[config.mk]
export PLATFORM = sky130hd
export DESIGN_NAME = sarcc_ctrl
export DESIGN_NICKNAME = d
export VERILOG_FILES = /design/src/hdl/sarcc_pkg.sv /design/src/hdl/sarcc_ctrl.sv /design/src/hdl/sarcc_sync.sv
export SDC_FILE = /design/constraint.sdc
export NUM_CORES = 1
export LEC_CHECK = 0
export BUFFER_PORTS_ARGS = -buffer_cell sky130_fd_sc_hd__buf_2
export CORE_ASPECT_RATIO = 0.75
export CORE_MARGIN = 5
export CORE_UTILIZATION = 53
export DETAILED_ROUTE_END_ITERATION = 10
export PLACE_DENSITY = 0.81
export SETUP_SLACK_MARGIN = 0.4
export SYNTH_ARGS = -nofsm -noshare
export SYNTH_HDL_FRONTEND = slang
export SYNTH_HIERARCHICAL = 1
export SYNTH_SLANG_ARGS = --single-unit
[constraint.sdc]
create_clock -name clk_sys_i -period 2.1 [get_ports clk_sys_i]
set_clock_uncertainty 0.05 [all_clocks]
set_input_delay 0.105 -clock clk_sys_i [delete_from_list [all_inputs] [get_ports clk_sys_i]]
set_output_delay 0.105 -clock clk_sys_i [all_outputs]
set_load 0.01 [all_outputs]
[src/hdl/sarcc_pkg.sv]
// sarcc_pkg: shared constants and carrier types of the conversion control block
// assumes one 20 MHz system clock and a synchronous active-low reset
package sarcc_pkg;
    localparam int unsigned SARCC_RES_BITS      = 16;           // result width
    localparam int unsigned SARCC_CLK_HZ        = 20_000_000;   // system clock rate
    localparam int unsigned SARCC_ACQ_NS        = 1000;         // least acquisition time
    localparam int unsigned SARCC_ACQ_CYC       =
        (SARCC_ACQ_NS * (SARCC_CLK_HZ / 1_000_000) + 999) / 1000;
    localparam int unsigned SARCC_BIT_CYC       = 2;            // cycles per sar bit step
    localparam logic [15:0] SARCC_RESULT_RST    = 16'h0000;     // result reset value
    localparam int unsigned SARCC_SYNC_STAGES   = 3;            // pin synchroniser depth

    // host-side pins, already raw from outside the clock domain
    typedef struct packed {
        logic conversion_start_n;   // start, active low
        logic power_down_request;   // stop new conversions
        logic reset_pin;            // abort, active high
        logic chip_select_n;        // chip select
        logic read_n;               // read strobe
        logic serial_clock;         // host serial clock
        logic serial_parallel_select; // 1 serial, 0 parallel
        logic clock_source_select;  // 1 external serial clock
    } sarcc_pins_type;

    // conversion control states
    typedef enum logic [1:0] {
        SARCC_ACQ,
        SARCC_WAIT_EDGE,
        SARCC_CONV,
        SARCC_PWRDN
    } sarcc_state_type;
endpackage : sarcc_pkg

[src/hdl/sarcc_ctrl.sv]
// sarcc_ctrl: control logic of a 16-bit successive-approximation converter
// assumes the analog comparator result arrives synchronous to clk_sys_i
module sarcc_ctrl
    import sarcc_pkg::*;
(
    input  wire logic                  clk_sys_i,        // 20 MHz system clock
    input  wire logic                  rst_n_i,          // synchronous reset, active low
    input  wire sarcc_pkg::sarcc_pins_type pins_i,       // raw host pins
    input  wire logic                  comparator_i,     // sar comparator, 1 = keep bit
    output logic                       sample_hold_o,    // 1 = hold, 0 = track
    output logic [15:0]                sar_trial_o,      // dac trial code
    output logic                       busy_o,           // conversion running
    output logic                       power_reduced_o,  // reduced power state
    output logic [15:0]                parallel_data_o,  // parallel result bus
    output logic                       parallel_oe_o,    // parallel bus enable
    output logic                       serial_result_out_o, // serial result bit
    output logic                       serial_oe_o,      // serial output enable
    output logic                       read_incomplete_flag_o // one-cycle error pulse
);
    import sarcc_pkg::*;

    // synchronised pin levels
    logic start_n_s, pd_s, rst_pin_s, cs_n_s, rd_n_s, sclk_s, ser_s, ext_s;
    sarcc_pins_type rst_levels;
    assign rst_levels = '{1'b1, 1'b0, 1'b0, 1'b1, 1'b1, 1'b0, 1'b0, 1'b0};

    sarcc_sync u_sync_start (.clk_sys_i(clk_sys_i), .rst_n_i(rst_n_i),
        .rst_val_i(rst_levels.conversion_start_n), .pin_i(pins_i.conversion_start_n),
        .level_o(start_n_s));
    sarcc_sync u_sync_pd (.clk_sys_i(clk_sys_i), .rst_n_i(rst_n_i),
        .rst_val_i(rst_levels.power_down_request), .pin_i(pins_i.power_down_request),
        .level_o(pd_s));
    sarcc_sync u_sync_rst (.clk_sys_i(clk_sys_i), .rst_n_i(rst_n_i),
        .rst_val_i(rst_levels.reset_pin), .pin_i(pins_i.reset_pin), .level_o(rst_pin_s));
    sarcc_sync u_sync_cs (.clk_sys_i(clk_sys_i), .rst_n_i(rst_n_i),
        .rst_val_i(rst_levels.chip_select_n), .pin_i(pins_i.chip_select_n),
        .level_o(cs_n_s));
    sarcc_sync u_sync_rd (.clk_sys_i(clk_sys_i), .rst_n_i(rst_n_i),
        .rst_val_i(rst_levels.read_n), .pin_i(pins_i.read_n), .level_o(rd_n_s));
    sarcc_sync u_sync_sclk (.clk_sys_i(clk_sys_i), .rst_n_i(rst_n_i),
        .rst_val_i(rst_levels.serial_clock), .pin_i(pins_i.serial_clock),
        .level_o(sclk_s));
    sarcc_sync u_sync_ser (.clk_sys_i(clk_sys_i), .rst_n_i(rst_n_i),
        .rst_val_i(rst_levels.serial_parallel_select),
        .pin_i(pins_i.serial_parallel_select), .level_o(ser_s));
    sarcc_sync u_sync_ext (.clk_sys_i(clk_sys_i), .rst_n_i(rst_n_i),
        .rst_val_i(rst_levels.clock_source_select), .pin_i(pins_i.clock_source_select),
        .level_o(ext_s));

    // combined reset: system reset or reset pin
    logic clr;
    assign clr = !rst_n_i || rst_pin_s;

    // previous levels for edge detection
    logic start_n_d_r, sclk_d_r;
    always_ff @(posedge clk_sys_i) begin
        if (!rst_n_i) begin
            start_n_d_r <= 1'b1;
            sclk_d_r    <= 1'b0;
        end else begin
            start_n_d_r <= start_n_s;
            sclk_d_r    <= sclk_s;
        end
    end
    logic start_fall;
    assign start_fall = start_n_d_r && !start_n_s;

    // state machine and counters
    sarcc_state_type state_r;
    logic [15:0]     acq_cnt_r;
    logic [4:0]      bit_idx_r;
    logic [7:0]      step_cnt_r;
    logic [15:0]     sar_r;
    logic            conv_done;
    logic            acq_done;

    assign acq_done  = (acq_cnt_r >= 16'(SARCC_ACQ_CYC - 1));
    assign conv_done = (state_r == SARCC_CONV) && (bit_idx_r == 5'd0)
                       && (step_cnt_r == 8'(SARCC_BIT_CYC - 1));

    // acquisition timer runs only in the acquisition phase
    always_ff @(posedge clk_sys_i) begin
        if (clr || state_r != SARCC_ACQ) begin
            acq_cnt_r <= 16'h0000;
        end else if (!acq_done) begin
            acq_cnt_r <= acq_cnt_r + 16'h0001;
        end
    end

    // phase sequencing
    always_ff @(posedge clk_sys_i) begin
        if (clr) begin
            state_r <= SARCC_ACQ;
        end else begin
            unique case (state_r)
                SARCC_ACQ: begin
                    if (pd_s) begin
                        state_r <= SARCC_PWRDN;
                    end else if (acq_done) begin
                        if (!start_n_s) begin
                            state_r <= SARCC_CONV;
                        end else begin
                            state_r <= SARCC_WAIT_EDGE;
                        end
                    end
                end
                SARCC_WAIT_EDGE: begin
                    if (pd_s) begin
                        state_r <= SARCC_PWRDN;
                    end else if (start_fall) begin
                        state_r <= SARCC_CONV;
                    end
                end
                SARCC_CONV: begin
                    if (conv_done) begin
                        state_r <= pd_s ? SARCC_PWRDN : SARCC_ACQ;
                    end
                end
                SARCC_PWRDN: begin
                    if (!pd_s) begin
                        state_r <= SARCC_ACQ;
                    end
                end
            endcase
        end
    end

    // successive approximation, msb first
    always_ff @(posedge clk_sys_i) begin
        if (clr || state_r != SARCC_CONV) begin
            bit_idx_r  <= 5'(SARCC_RES_BITS - 1);
            step_cnt_r <= 8'h00;
            sar_r      <= 16'h8000;
        end else if (step_cnt_r == 8'(SARCC_BIT_CYC - 1)) begin
            step_cnt_r <= 8'h00;
            sar_r[bit_idx_r[3:0]] <= comparator_i;
            if (bit_idx_r != 5'd0) begin
                sar_r[bit_idx_r[3:0] - 4'd1] <= 1'b1;
                bit_idx_r <= bit_idx_r - 5'd1;
            end
        end else begin
            step_cnt_r <= step_cnt_r + 8'h01;
        end
    end

    logic [15:0] final_code;
    always_comb begin
        final_code    = sar_r;
        final_code[0] = comparator_i;
    end

    assign sample_hold_o   = (state_r == SARCC_CONV);
    assign busy_o          = (state_r == SARCC_CONV);
    assign power_reduced_o = (state_r == SARCC_PWRDN);
    assign sar_trial_o     = sar_r;

    // result register and serial shift register
    logic [15:0] result_r;
    logic [15:0] shift_r;
    logic [4:0]  sent_r;
    logic        serial_ext;
    logic        sclk_rise;
    assign serial_ext = ser_s && ext_s;
    assign sclk_rise  = !cs_n_s && sclk_s && !sclk_d_r;

    always_ff @(posedge clk_sys_i) begin
        if (clr) begin
            result_r <= SARCC_RESULT_RST;
            shift_r  <= SARCC_RESULT_RST;
            sent_r   <= 5'd0;
        end else if (conv_done) begin
            result_r <= final_code;
            shift_r  <= final_code;
            sent_r   <= 5'd0;
        end else if (serial_ext && sclk_rise) begin
            shift_r  <= {shift_r[14:0], 1'b0};
            sent_r   <= (sent_r == 5'd16) ? sent_r : sent_r + 5'd1;
        end
    end

    // read counts as started once a bit moved, complete after all sixteen
    always_ff @(posedge clk_sys_i) begin
        if (clr) begin
            read_incomplete_flag_o <= 1'b0;
        end else begin
            read_incomplete_flag_o <= conv_done && serial_ext
                && sent_r != 5'd0 && sent_r != 5'd16;
        end
    end

    // bus drivers
    logic bus_en;
    assign bus_en = !cs_n_s && !rd_n_s;
    always_ff @(posedge clk_sys_i) begin
        if (clr) begin
            parallel_data_o     <= 16'h0000;
            serial_result_out_o <= 1'b0;
        end else begin
            parallel_data_o     <= result_r;
            serial_result_out_o <= shift_r[15];
        end
    end
    assign parallel_oe_o = bus_en && !ser_s;
    assign serial_oe_o   = bus_en && ser_s;

    // checks
    property p_busy_flow;
        @(posedge clk_sys_i) disable iff (clr)
        $fell(busy_o) |-> (!sample_hold_o && $past(conv_done)
                           && result_r == $past(final_code));
    endproperty
    a_busy_flow: assert property (p_busy_flow) else $error("busy fell without result");

    property p_abort;
        @(posedge clk_sys_i) disable iff (!rst_n_i)
        rst_pin_s |=> !busy_o;
    endproperty
    a_abort: assert property (p_abort) else $error("reset did not abort");

    property p_pd_block;
        @(posedge clk_sys_i) disable iff (clr)
        (pd_s && !busy_o) |=> !$rose(busy_o);
    endproperty
    a_pd_block: assert property (p_pd_block) else $error("start in power-down");

    property p_oe;
        @(posedge clk_sys_i) disable iff (clr)
        (parallel_oe_o || serial_oe_o) |-> (!cs_n_s && !rd_n_s);
    endproperty
    a_oe: assert property (p_oe) else $error("bus enabled without cs/rd");

    property p_wait_edge;
        @(posedge clk_sys_i) disable iff (clr)
        (state_r == SARCC_WAIT_EDGE && !start_fall) |=> !busy_o;
    endproperty
    a_wait_edge: assert property (p_wait_edge) else $error("started without edge");

    property p_immediate;
        @(posedge clk_sys_i) disable iff (clr)
        (state_r == SARCC_ACQ && acq_done && !start_n_s && !pd_s) |=> busy_o;
    endproperty
    a_immediate: assert property (p_immediate) else $error("no immediate start");

    property p_rdflag;
        @(posedge clk_sys_i) disable iff (clr)
        read_incomplete_flag_o |=> !read_incomplete_flag_o;
    endproperty
    a_rdflag: assert property (p_rdflag) else $error("flag not a pulse");

    property p_gate;
        @(posedge clk_sys_i) disable iff (clr)
        (cs_n_s && !conv_done) |=> $stable(shift_r);
    endproperty
    a_gate: assert property (p_gate) else $error("clock not gated");

    property p_after_reset;
        @(posedge clk_sys_i)
        (!rst_n_i) |=> (!busy_o && state_r == SARCC_ACQ);
    endproperty
    a_after_reset: assert property (p_after_reset) else $error("bad reset state");
endmodule // sarcc_ctrl

[src/hdl/sarcc_sync.sv]
// sarcc_sync: three-flop synchroniser with agreement filter for one pin
// assumes the input is asynchronous to clk_sys_i
module sarcc_sync (
    input  wire logic clk_sys_i,   // system clock
    input  wire logic rst_n_i,     // synchronous reset, active low
    input  wire logic rst_val_i,   // level assumed before first sample
    input  wire logic pin_i,       // raw asynchronous pin
    output logic      level_o      // filtered level
);
    logic s1_r;
    logic s2_r;
    logic s3_r;

    // chain plus filter: level moves once stage two and three agree
    always_ff @(posedge clk_sys_i) begin
        s1_r <= pin_i;
        s2_r <= s1_r;
        s3_r <= s2_r;
        if (!rst_n_i) begin
            level_o <= rst_val_i;
        end else if (s2_r == s3_r) begin
            level_o <= s3_r;
        end
    end
endmodule // sarcc_sync
# Word-level counts from Yosys, hierarchy flattened
# Index checks and enable logic that the tools add are counted.
[classes]
bitwise = 2
magnitude_cmp = 5
mux = 17
n_reduce_logical = 35
add_sub_neg = 5
n_eq_ne = 19
[ops]
columns = ["cell", "count"]
rows = [
  ["16-bit 2-to-1 mux", 3],
  ["16-bit by 1-bit adder with 16-bit output, second input constant", 1],
  ["16-bit bitwise mux", 1],
  ["16-bit by 5-bit greater-or-equal comparator with 1-bit output, second input constant", 1],
  ["2-bit 2-to-1 mux", 8],
  ["16-bit bitwise OR", 1],
  ["1-bit logical AND", 15],
  ["4-bit by 5-bit < comparator with 1-bit output, second input constant", 2],
  ["5-bit nonzero test", 2],
  ["8-bit by 1-bit adder with 8-bit output, second input constant", 1],
  ["1-bit demux with 4-bit select", 2],
  ["1-bit equality test", 8],
  ["8-bit by 1-bit equality test with 1-bit output, second input constant", 1],
  ["4-bit by 1-bit greater-or-equal comparator with 1-bit output, second input constant", 2],
  ["2-bit case mux with 4 select lines", 1],
  ["1-bit logical NOT", 6],
  ["3-bit by 2-bit != test with 1-bit output, second input constant", 2],
  ["5-bit by 1-bit adder with 5-bit output, second input constant", 1],
  ["5-bit equality test, second input constant", 1],
  ["5-bit logical NOT", 1],
  ["5-bit != test, second input constant", 1],
  ["5-bit by 1-bit subtractor with 5-bit output, second input constant", 1],
  ["2-bit equality test, second input constant", 2],
  ["2-bit != test, second input constant", 2],
  ["11 further kinds", 17],
]
[totals]
output_inout_bits = 39
register_bits = 136

# Depth between registers and ports, before layout
# Gate-level depths: netlist of the first run.
[depth]
word_depth = 7
mapped_depth = 8

# Cells and area by module
# Netlist of the first run, hierarchy kept.
[modules_own_cells]
columns = ["mod", "cells_per_inst", "seq_area_each_um2", "area_per_inst_um2", "n_inst"]
rows = [
  ["sarcc_ctrl", 443, 2082.0, 4252.8, 1],
  ["sarcc_sync", 7, 90.1, 117.6, 8],
]

# Worst setup path after synthesis of the first run
# OpenSTA, ideal clock, no wires.
[synth_timing]
path_type = "reg-to-reg"
start = "register bit_idx_r[0]"
end = "register sar_r[14], in the netlist sar_trial_o[14]"
stages_incl_launch_ff = 8
setup_time_ps = 138
arrival_ps = 1729
slack_ps = 184
path_buffers = 1
synth_period_minus_slack_ps = 1916
path_cell_list = "dfxtp_1 inv_1 ha_1 or4b_4 and3_1 buf_6 nand3_2 o221ai_1"
[synth_via]
elab_chain_len = 7
[synth_rtl]
columns = ["item", "line_no", "text"]
rows = [
  ["start: declaration", "sarcc_ctrl.sv:71", "logic [4:0] bit_idx_r;"],
  ["start signal: assignment", "sarcc_ctrl.sv:131", "bit_idx_r <= 5'(SARCC_RES_BITS - 1);"],
  ["start signal: assignment", "sarcc_ctrl.sv:139", "bit_idx_r <= bit_idx_r - 5'd1;"],
  ["4-bit by 1-bit subtractor with 4-bit output (tied with other cells)", "sarcc_ctrl.sv:138", "sar_r[bit_idx_r[3:0] - 4'd1] <= 1'b1;"],
  ["4-bit by 5-bit < comparator with 1-bit output (implied by the code) (tied with other cells)", "sarcc_ctrl.sv:138", ""],
  ["1-bit logical AND (implied by the code) or 1-bit 2-to-1 mux (tied branches)", "sarcc_ctrl.sv:138, sarcc_ctrl.sv:136", ""],
  ["1-bit 2-to-1 mux (implied by the code) or 1-bit demux with 4-bit select (tied branches)", "sarcc_ctrl.sv:138, sarcc_ctrl.sv:136", ""],
  ["1-bit demux with 4-bit select or 16-bit bitwise mux (tied branches)", "sarcc_ctrl.sv:138, sarcc_ctrl.sv:136", ""],
  ["16-bit bitwise OR (no line)", "-", ""],
  ["16-bit 2-to-1 mux *", "sarcc_ctrl.sv:137", "if (bit_idx_r != 5'd0) begin"],
  ["end signal: indexed assignment", "sarcc_ctrl.sv:136", "sar_r[bit_idx_r[3:0]] <= comparator_i;"],
  ["end: declaration", "sarcc_ctrl.sv:73", "logic [15:0] sar_r;"],
]
# Every way passes the cells marked *; elsewhere a longest branch is shown, timed or not.
# A chain may end at the register's enable or synchronous reset.

# Worst setup path after layout of the first run
[layout_timing]
start = "register bit_idx_r[1]"
end = "register sar_r[15], in the netlist sar_trial_o[15]"
# The elaborated chain is that of the path after synthesis.

==> results of run 1 <==
-- layer usage --
| metal | vias to the layer above | wire, um | GRT usage |
|---|---|---|---|
| met5 | - | 0 | 0 |
| met4 | 0 | 276 | 0.109 |
| met3 | 38 | 836 | 0.0616 |
| met2 | 170 | 6360 | 0.344 |
| met1 | 1991 | 5380 | 0.251 |
| li1 | 1955 | - | - |
-- final timing paths --
kind	start	to	slack, ns	cells after the start
max reg2reg	bit_idx_r[1]	sar_trial_o[15]	0.25	6
min reg2reg	u_sync_ser/s1_r	u_sync_ser/s2_r	0.28	0
min	pins_i[2]	u_sync_sclk/s1_r	0.26	2
max	bit_idx_r[1]	sar_trial_o[15]	0.25	6
-- placed cells by master, fill, tap and decap left out, types with 16 or more instances in the layout --
cell type,instances
nand2_1,54
buf_4,28
dfxtp_1,122
nor2_1,19
clkbuf_16,19
buf_2,49
nand3_1,23
xor2_1,16
mux2i_1,18
and2_1,20
nand4_1,20
-- final cells by class --
type / instances / area, sq um
clock buffers: 22 / 507
clock inverters: 10 / 125
fillers: 662 / 2690
inverters: 7 / 31.3
multi-input cells: 338 / 2580
flip-flops and latches: 136 / 2820
well taps: 132 / 165
repair buffers: 100 / 706
-- state kept, by name, indices dropped and copies added (netlist names), 2 cells and up --
signal,flops
acq_cnt_r,16
parallel_data_o,16
result_r,16
sar_trial_o,16
shift_r,16
step_cnt_r,8
bit_idx_r,5
sent_r,5
state_r,2
-- through the flow --
step           setup WS (ns)  instance area, sq um  std cells  power [uW]
2_1_floorplan          0.369                  5270        505        2920
3_3_place_gp           0.237                  5610        672        2970
3_5_place_dp           0.168                  5610        672        2980
4_1_cts                0.319                  6690        734        6120
5_1_grt                0.204                  6930        745        6300
6_report               0.253                  6930        745        6110
-- repair_timing --
item	in CTS	in global routing
gates resized for setup	53	56
setup endpoints to repair	59	68
hold endpoints to repair	11	0
pin swaps	22	19
gates cloned	4	1
buffers inserted	16	10
hold buffers	10	0
-- logic make-up (layout without fill, tap and decap cells) --
kind of cell,Yosys count,in the layout
buffers and inverters,31,139
other,2,8
DFF,136,136
AOI/OAI and AO/OA,55,55
muxes,30,30
xor gates and xnor gates,22,22
and+or+nand+nor,210,210
adders and majority gates,13,13
-- critical path, cell delays in order (launching register included) --
cell and delay [ns]:
dfxtp_4 0.35, inv_4 0.06, ha_4 0.14, or4b_4 0.51, buf_4 0.16, a311oi_1 0.30, o21ai_1 0.15
-- power groups by stage --
stage                     logic [uW]  clock network, uW  registers [uW]
after floorplan                  175                  0            2740
after global placement           213                  0            2760
after detailed placement         222                  0            2760
after CTS                        279               3130            2700
after global routing             331               3250            2720
final                            303               3100            2710
==> run_results.csv, run 1 <==
group,metric,value,unit
logic_synthesis,synthFlopType,"dfxtp_1",
logic_synthesis,yosysMostFrequentCell,"dfxtp_1",
logic_synthesis,netlist_top_cells_area,"dfxtp_1, nand2_1, edfxtp_1",
route,postRouteAntennaNets,0,
sta,holdWs,0.262,ns
global_route,first_global_vias,4026,
logic_synthesis,synth_top_area_share,0.493,
clocking,h-tree-depth,4,
sta,finalCritPeriodShare,0.880,
sta,drv_slew,0,
clocking,cts_tree,"yes",
critical_path,startpoint_type,"flop",
logic_synthesis,yosys.area_share.adder,0.0313,
sta,period_needed,1.85,ns
global_route,track_usage,0.208,
logic_synthesis,ys_types,55,
cells_and_area,syn_to_final_growth,33.5,%
route,first_pass_iters,6,
pwr,p_int,4770,uW
placed_design,io_buffers,49,
logic_synthesis,yosysWarnings,6,
global_route,grt_overflow,0,
route,vias,4154,
cells_and_area,drive_gt1_frac,0.351,
logic_synthesis,async_reset_ff_frac,0,
floorplanning,dieHeight,95.7,um
critical_path,worst_ep_required_time,2.33,ns
sta,fmax,0.541,GHz
sta,hold_violations,0,
global_route,grt_antenna_before_repair,0,
pwr,powerDensity,881,nW/um^2
floorplanning,ios,50,
critical_path,path_class,"flop to flop",
clocking,cts_buffer_depth,2,
pwr,power.leakage,0.00283,uW
logic_synthesis,synth_seq_area_share,0.540,
sta,relSlewSlack,0.589,
logic_synthesis,synth_commonest_cells,"dfxtp_1, nand2_1, nand3_1, nor2_1",
global_route,grt_pass1_wl,19800,um
pwr,clock_power_share,0.507,
flow_run,cap_violations,0,
clocking,cts_sinks,136,
clocking,path_clk_slew,0.06,ns
route,drt_iter0_markers,393,
pwr,switchingPower,1340,uW
sta,grt_setup_unrepaired,"yes",
logic_synthesis,yosysTopAreaCell,"dfxtp_1",
critical_path,cp.arrival,2.08,ns
pwr,irDropWorstVdd,0.756,mV
route,drcViolationCount,0,
min_path,hp-class,"primary input to flop",
placed_design,gp_congestion,0.872,
sta,setup_viol,0,
cells_and_area,antenna_cells,0,
logic_synthesis,synth_area,5190,sq um
logic_synthesis,synth-seq-cells,136,
floorplanning,start_util,0.540,
logic_synthesis,muxShareOfSynthArea,0.0662,
route,totalWireLength,12800,um
clocking,clk_latency,0.42,ns
logic_synthesis,synth_compound_area_frac,0.0728,
sta,tightestPinTransition,0.614,ns
floorplanning,die-area,11900,sq um
pwr,seq_power_share,0.443,
logic_synthesis,synth-simple-area-share,0.218,
critical_path,crit_path_end_kind,"flop",
floorplanning,die_w,124,um
floorplanning,core,9620,sq um
clocking,cts_made_buffers,17,
pwr,swShare,0.219,
cells_and_area,post-route-util,0.721,
route,wl_per_cell,17.2,um
cells_and_area,finalNetCount,624,
pwr,power_frac_comb,0.050,
global_route,grt_max_degree,32,
sta,fin_tns_setup,0,ns
logic_synthesis,synth_top_family_by_area,"simple AND/OR/NAND/NOR gates",
critical_path,critPathMaxFanout,5,
status,status,"finished, final reports clean",
logic_synthesis,syn_avg_cell_area,10.4,sq um
logic_synthesis,synthCells,499,
route,routed_via_density,5.58,
placed_design,place_hpwl,7340,um
logic_synthesis,synth_enable_flop_cells,8,
clocking,root_buffer,"clkbuf_16",
logic_synthesis,synth-xor-area-share,0.0371,
floorplanning,row_count,31,
No activity file was read; power rests on OpenSTA's default activity.
==> run 2: changes to the inputs <==
GPL_TIMING_DRIVEN = 0   (was unset)
==> run 2 against run 1 <==
Fmax up 2.3%. Clock power is 11% lower. Non-clock buffer count up 10. Die area stayed put. Power is 5.5% lower. Sequential share of layout area increased by 0.051 points. Largest cell class unchanged. Cell area hardly changed. Utilization barely moved. Register-to-register slack better by 0.04 ns.
==> run_results.csv, run 2 (same netlist as run 1, synthesis figures left out) <==
group,metric,value,unit
placed_design,dpl_cell_area,5680,sq um
global_route,grt_antenna_before_repair,0,
route,first_pass_iters,5,
clocking,h-tree-depth,4,
sta,tightestPinTransition,0.496,ns
route,drt_iter0_markers,384,
critical_path,slowest_delay,0.51,ns
route,wl_met1,5260,um
cells_and_area,mostFrequentLayoutCells,"dfxtp_1, nand2_1, buf_2, buf_4, nor2_1",
sta,drv_slew,0,
cells_and_area,register_area,2820,sq um
floorplanning,row_count,31,
placed_design,place_hpwl,7820,um
sta,grt_setup_unrepaired,"yes",
critical_path,cp.arrival,2.05,ns
min_path,hp-class,"primary input to flop",
critical_path,r2r_setup_slack,0.29,ns
critical_path,critPathMaxFanout,5,
floorplanning,core,9620,sq um
sta,setup_viol,0,
route,totalWireLength,12600,um
global_route,grt_pass1_wl,19900,um
cells_and_area,antenna_cells,0,
sta,relSlewSlack,0.665,
cells_and_area,syn_to_final_growth,33.4,%
floorplanning,start_util,0.540,
route,routed_via_density,5.46,
min_path,hold_path_end,"start_n_d_r",
global_route,grt_max_degree,22,
critical_path,crit_chain,"inv_4 > ha_4 > or4b_4 > o31ai_4 > buf_4 > o21ai_0",
status,status,"finished, final reports clean",
floorplanning,dieHeight,95.7,um
cells_and_area,fin_area,6930,sq um
floorplanning,die_w,124,um
cells_and_area,multi_input_area,2580,sq um
min_path,hold_depth,2,
placed_design,gp_congestion,0.905,
route,wl_met3,952,um
route,wl_met2,6040,um
route,wl_per_cell,16.7,um
clocking,cts_buffer_depth,2,
critical_path,startpoint_type,"flop",
pwr,irDropWorstVdd,0.520,mV
sta,fmax,0.554,GHz
sta,finalCritPeriodShare,0.860,
floorplanning,die-area,11900,sq um
pwr,power.leakage,0.00282,uW
floorplanning,ios,50,
clocking,cts_made_buffers,17,
critical_path,r2r.worst_path.cells,6,
critical_path,slowest_stage,"or4b_4",
cells_and_area,final_common_cell,"dfxtp_1",
route,vias,4126,
critical_path,worst_ep_required_time,2.34,ns
min_path,min_from,"rst_n_i",
critical_path,crit_path_end_kind,"flop",
clocking,cts_sinks,136,
clocking,path_clk_slew,0.06,ns
global_route,track_usage,0.211,
clocking,root_buffer,"clkbuf_16",
pwr,powerDensity,833,nW/um^2
route,drcViolationCount,0,
route,highest_layer,"met4",
route,postRouteAntennaNets,0,
critical_path,path_class,"flop to flop",
flow_run,cap_violations,0,
sta,hold_violations,0,
placed_design,dp.cells,686,
sta,fin_tns_setup,0,ns
cells_and_area,finalNetCount,634,
global_route,grt_overflow,0,
global_route,first_global_vias,4063,
critical_path,r2r_start,"bit_idx_r[0]",
clocking,cts_tree,"yes",
critical_path,worstReg2RegEnd,"shift_r[7]",
cells_and_area,fin_cells,755,
cells_and_area,drive_gt1_frac,0.329,
sta,period_needed,1.81,ns
placed_design,io_buffers,49,
cells_and_area,fillers,698,
clocking,clk_latency,0.42,ns
==> run 2: cell count changes in the layout (fill, tap and decap cells not counted), sizes merged <==
cell / change
buf: +2
bufinv: -2
clkbuf: +13
clkinv: +1
clkinvlp: +1
dlygate4sd3: -1
inv: -4
==> run 2: how the worst max path moves through the flow <==
| stage | slack (ns) | depth (start not counted) | startpoint | to |
|---|---|---|---|---|
| final | 0.29 | 6 | bit_idx_r[0] | shift_r[7] |
| after global routing | 0.22 | 9 | bit_idx_r[0] | state_r[0] |
| after CTS | 0.32 | 6 | bit_idx_r[0] | shift_r[9] |
| after detailed placement | 0.002 | 6 | step_cnt_r[0] | result_r[2] |
| after global placement | 0.11 | 7 | bit_idx_r[1] | result_r[5] |
| after floorplan | 0.37 | 7 | bit_idx_r[1] | sar_trial_o[3] |
==> run 2: cell type report <==
class | instances | share of cell area
Buffer | 24 | 0.0292
Multi-Input combinational cell | 338 | 0.372
Inverter | 7 | 0.00451
Clock buffer | 26 | 0.0751
Tap cell | 132 | 0.0238
Timing Repair Buffer | 86 | 0.0825
Clock inverter | 6 | 0.00560
Sequential cell | 136 | 0.407
==> run 2: through the flow <==
step	power, uW	util	hold slack, ns	setup slack [ns]
floorplan	2920	-	0.0827	0.369
finish	5770	0.720	0.0519	0.294
CTS	5760	0.699	0.0494	0.319
detailed placement	3000	0.591	0.159	0.00214
global placement	2980	0.591	0.157	0.110
global route	5950	0.720	0.0882	0.221
==> run 2: critical path, delay by kind of cell (launching register included) <==
| family | cells | cell delay, ns |
|---|---|---|
| DFF | 1 | 0.35 |
| adders and majority gates | 1 | 0.13 |
| and+or+nand+nor | 1 | 0.51 |
| buffers and inverters | 2 | 0.26 |
| AOI/OAI and AO/OA | 2 | 0.39 |
==> run 2: what timing repair did <==
item                                    4_1_cts  5_1_grt
gates resized for setup                      56       45
hold endpoints to repair                     10        0
pin swaps                                    17       18
buffers inserted                             21        5
endpoints found under the setup margin       71       63
cloned                                        1        1
hold buffers                                  9        0
==> run 2: report_power, final <==
group          switching, uW  internal, uW  total, uW
Clock                   1060          1700       2760
Combinational            169           142        311
Sequential              40.9          2660       2700
==> run 2: per-layer routing <==
| metal | global-route usage | vias to the layer above |
|---|---|---|
| met1 | 0.258 | 1941 |
| li1 | - | 1973 |
| met5 | 0 | - |
| met2 | 0.345 | 166 |
| met4 | 0.0931 | 0 |
| met3 | 0.0699 | 46 |
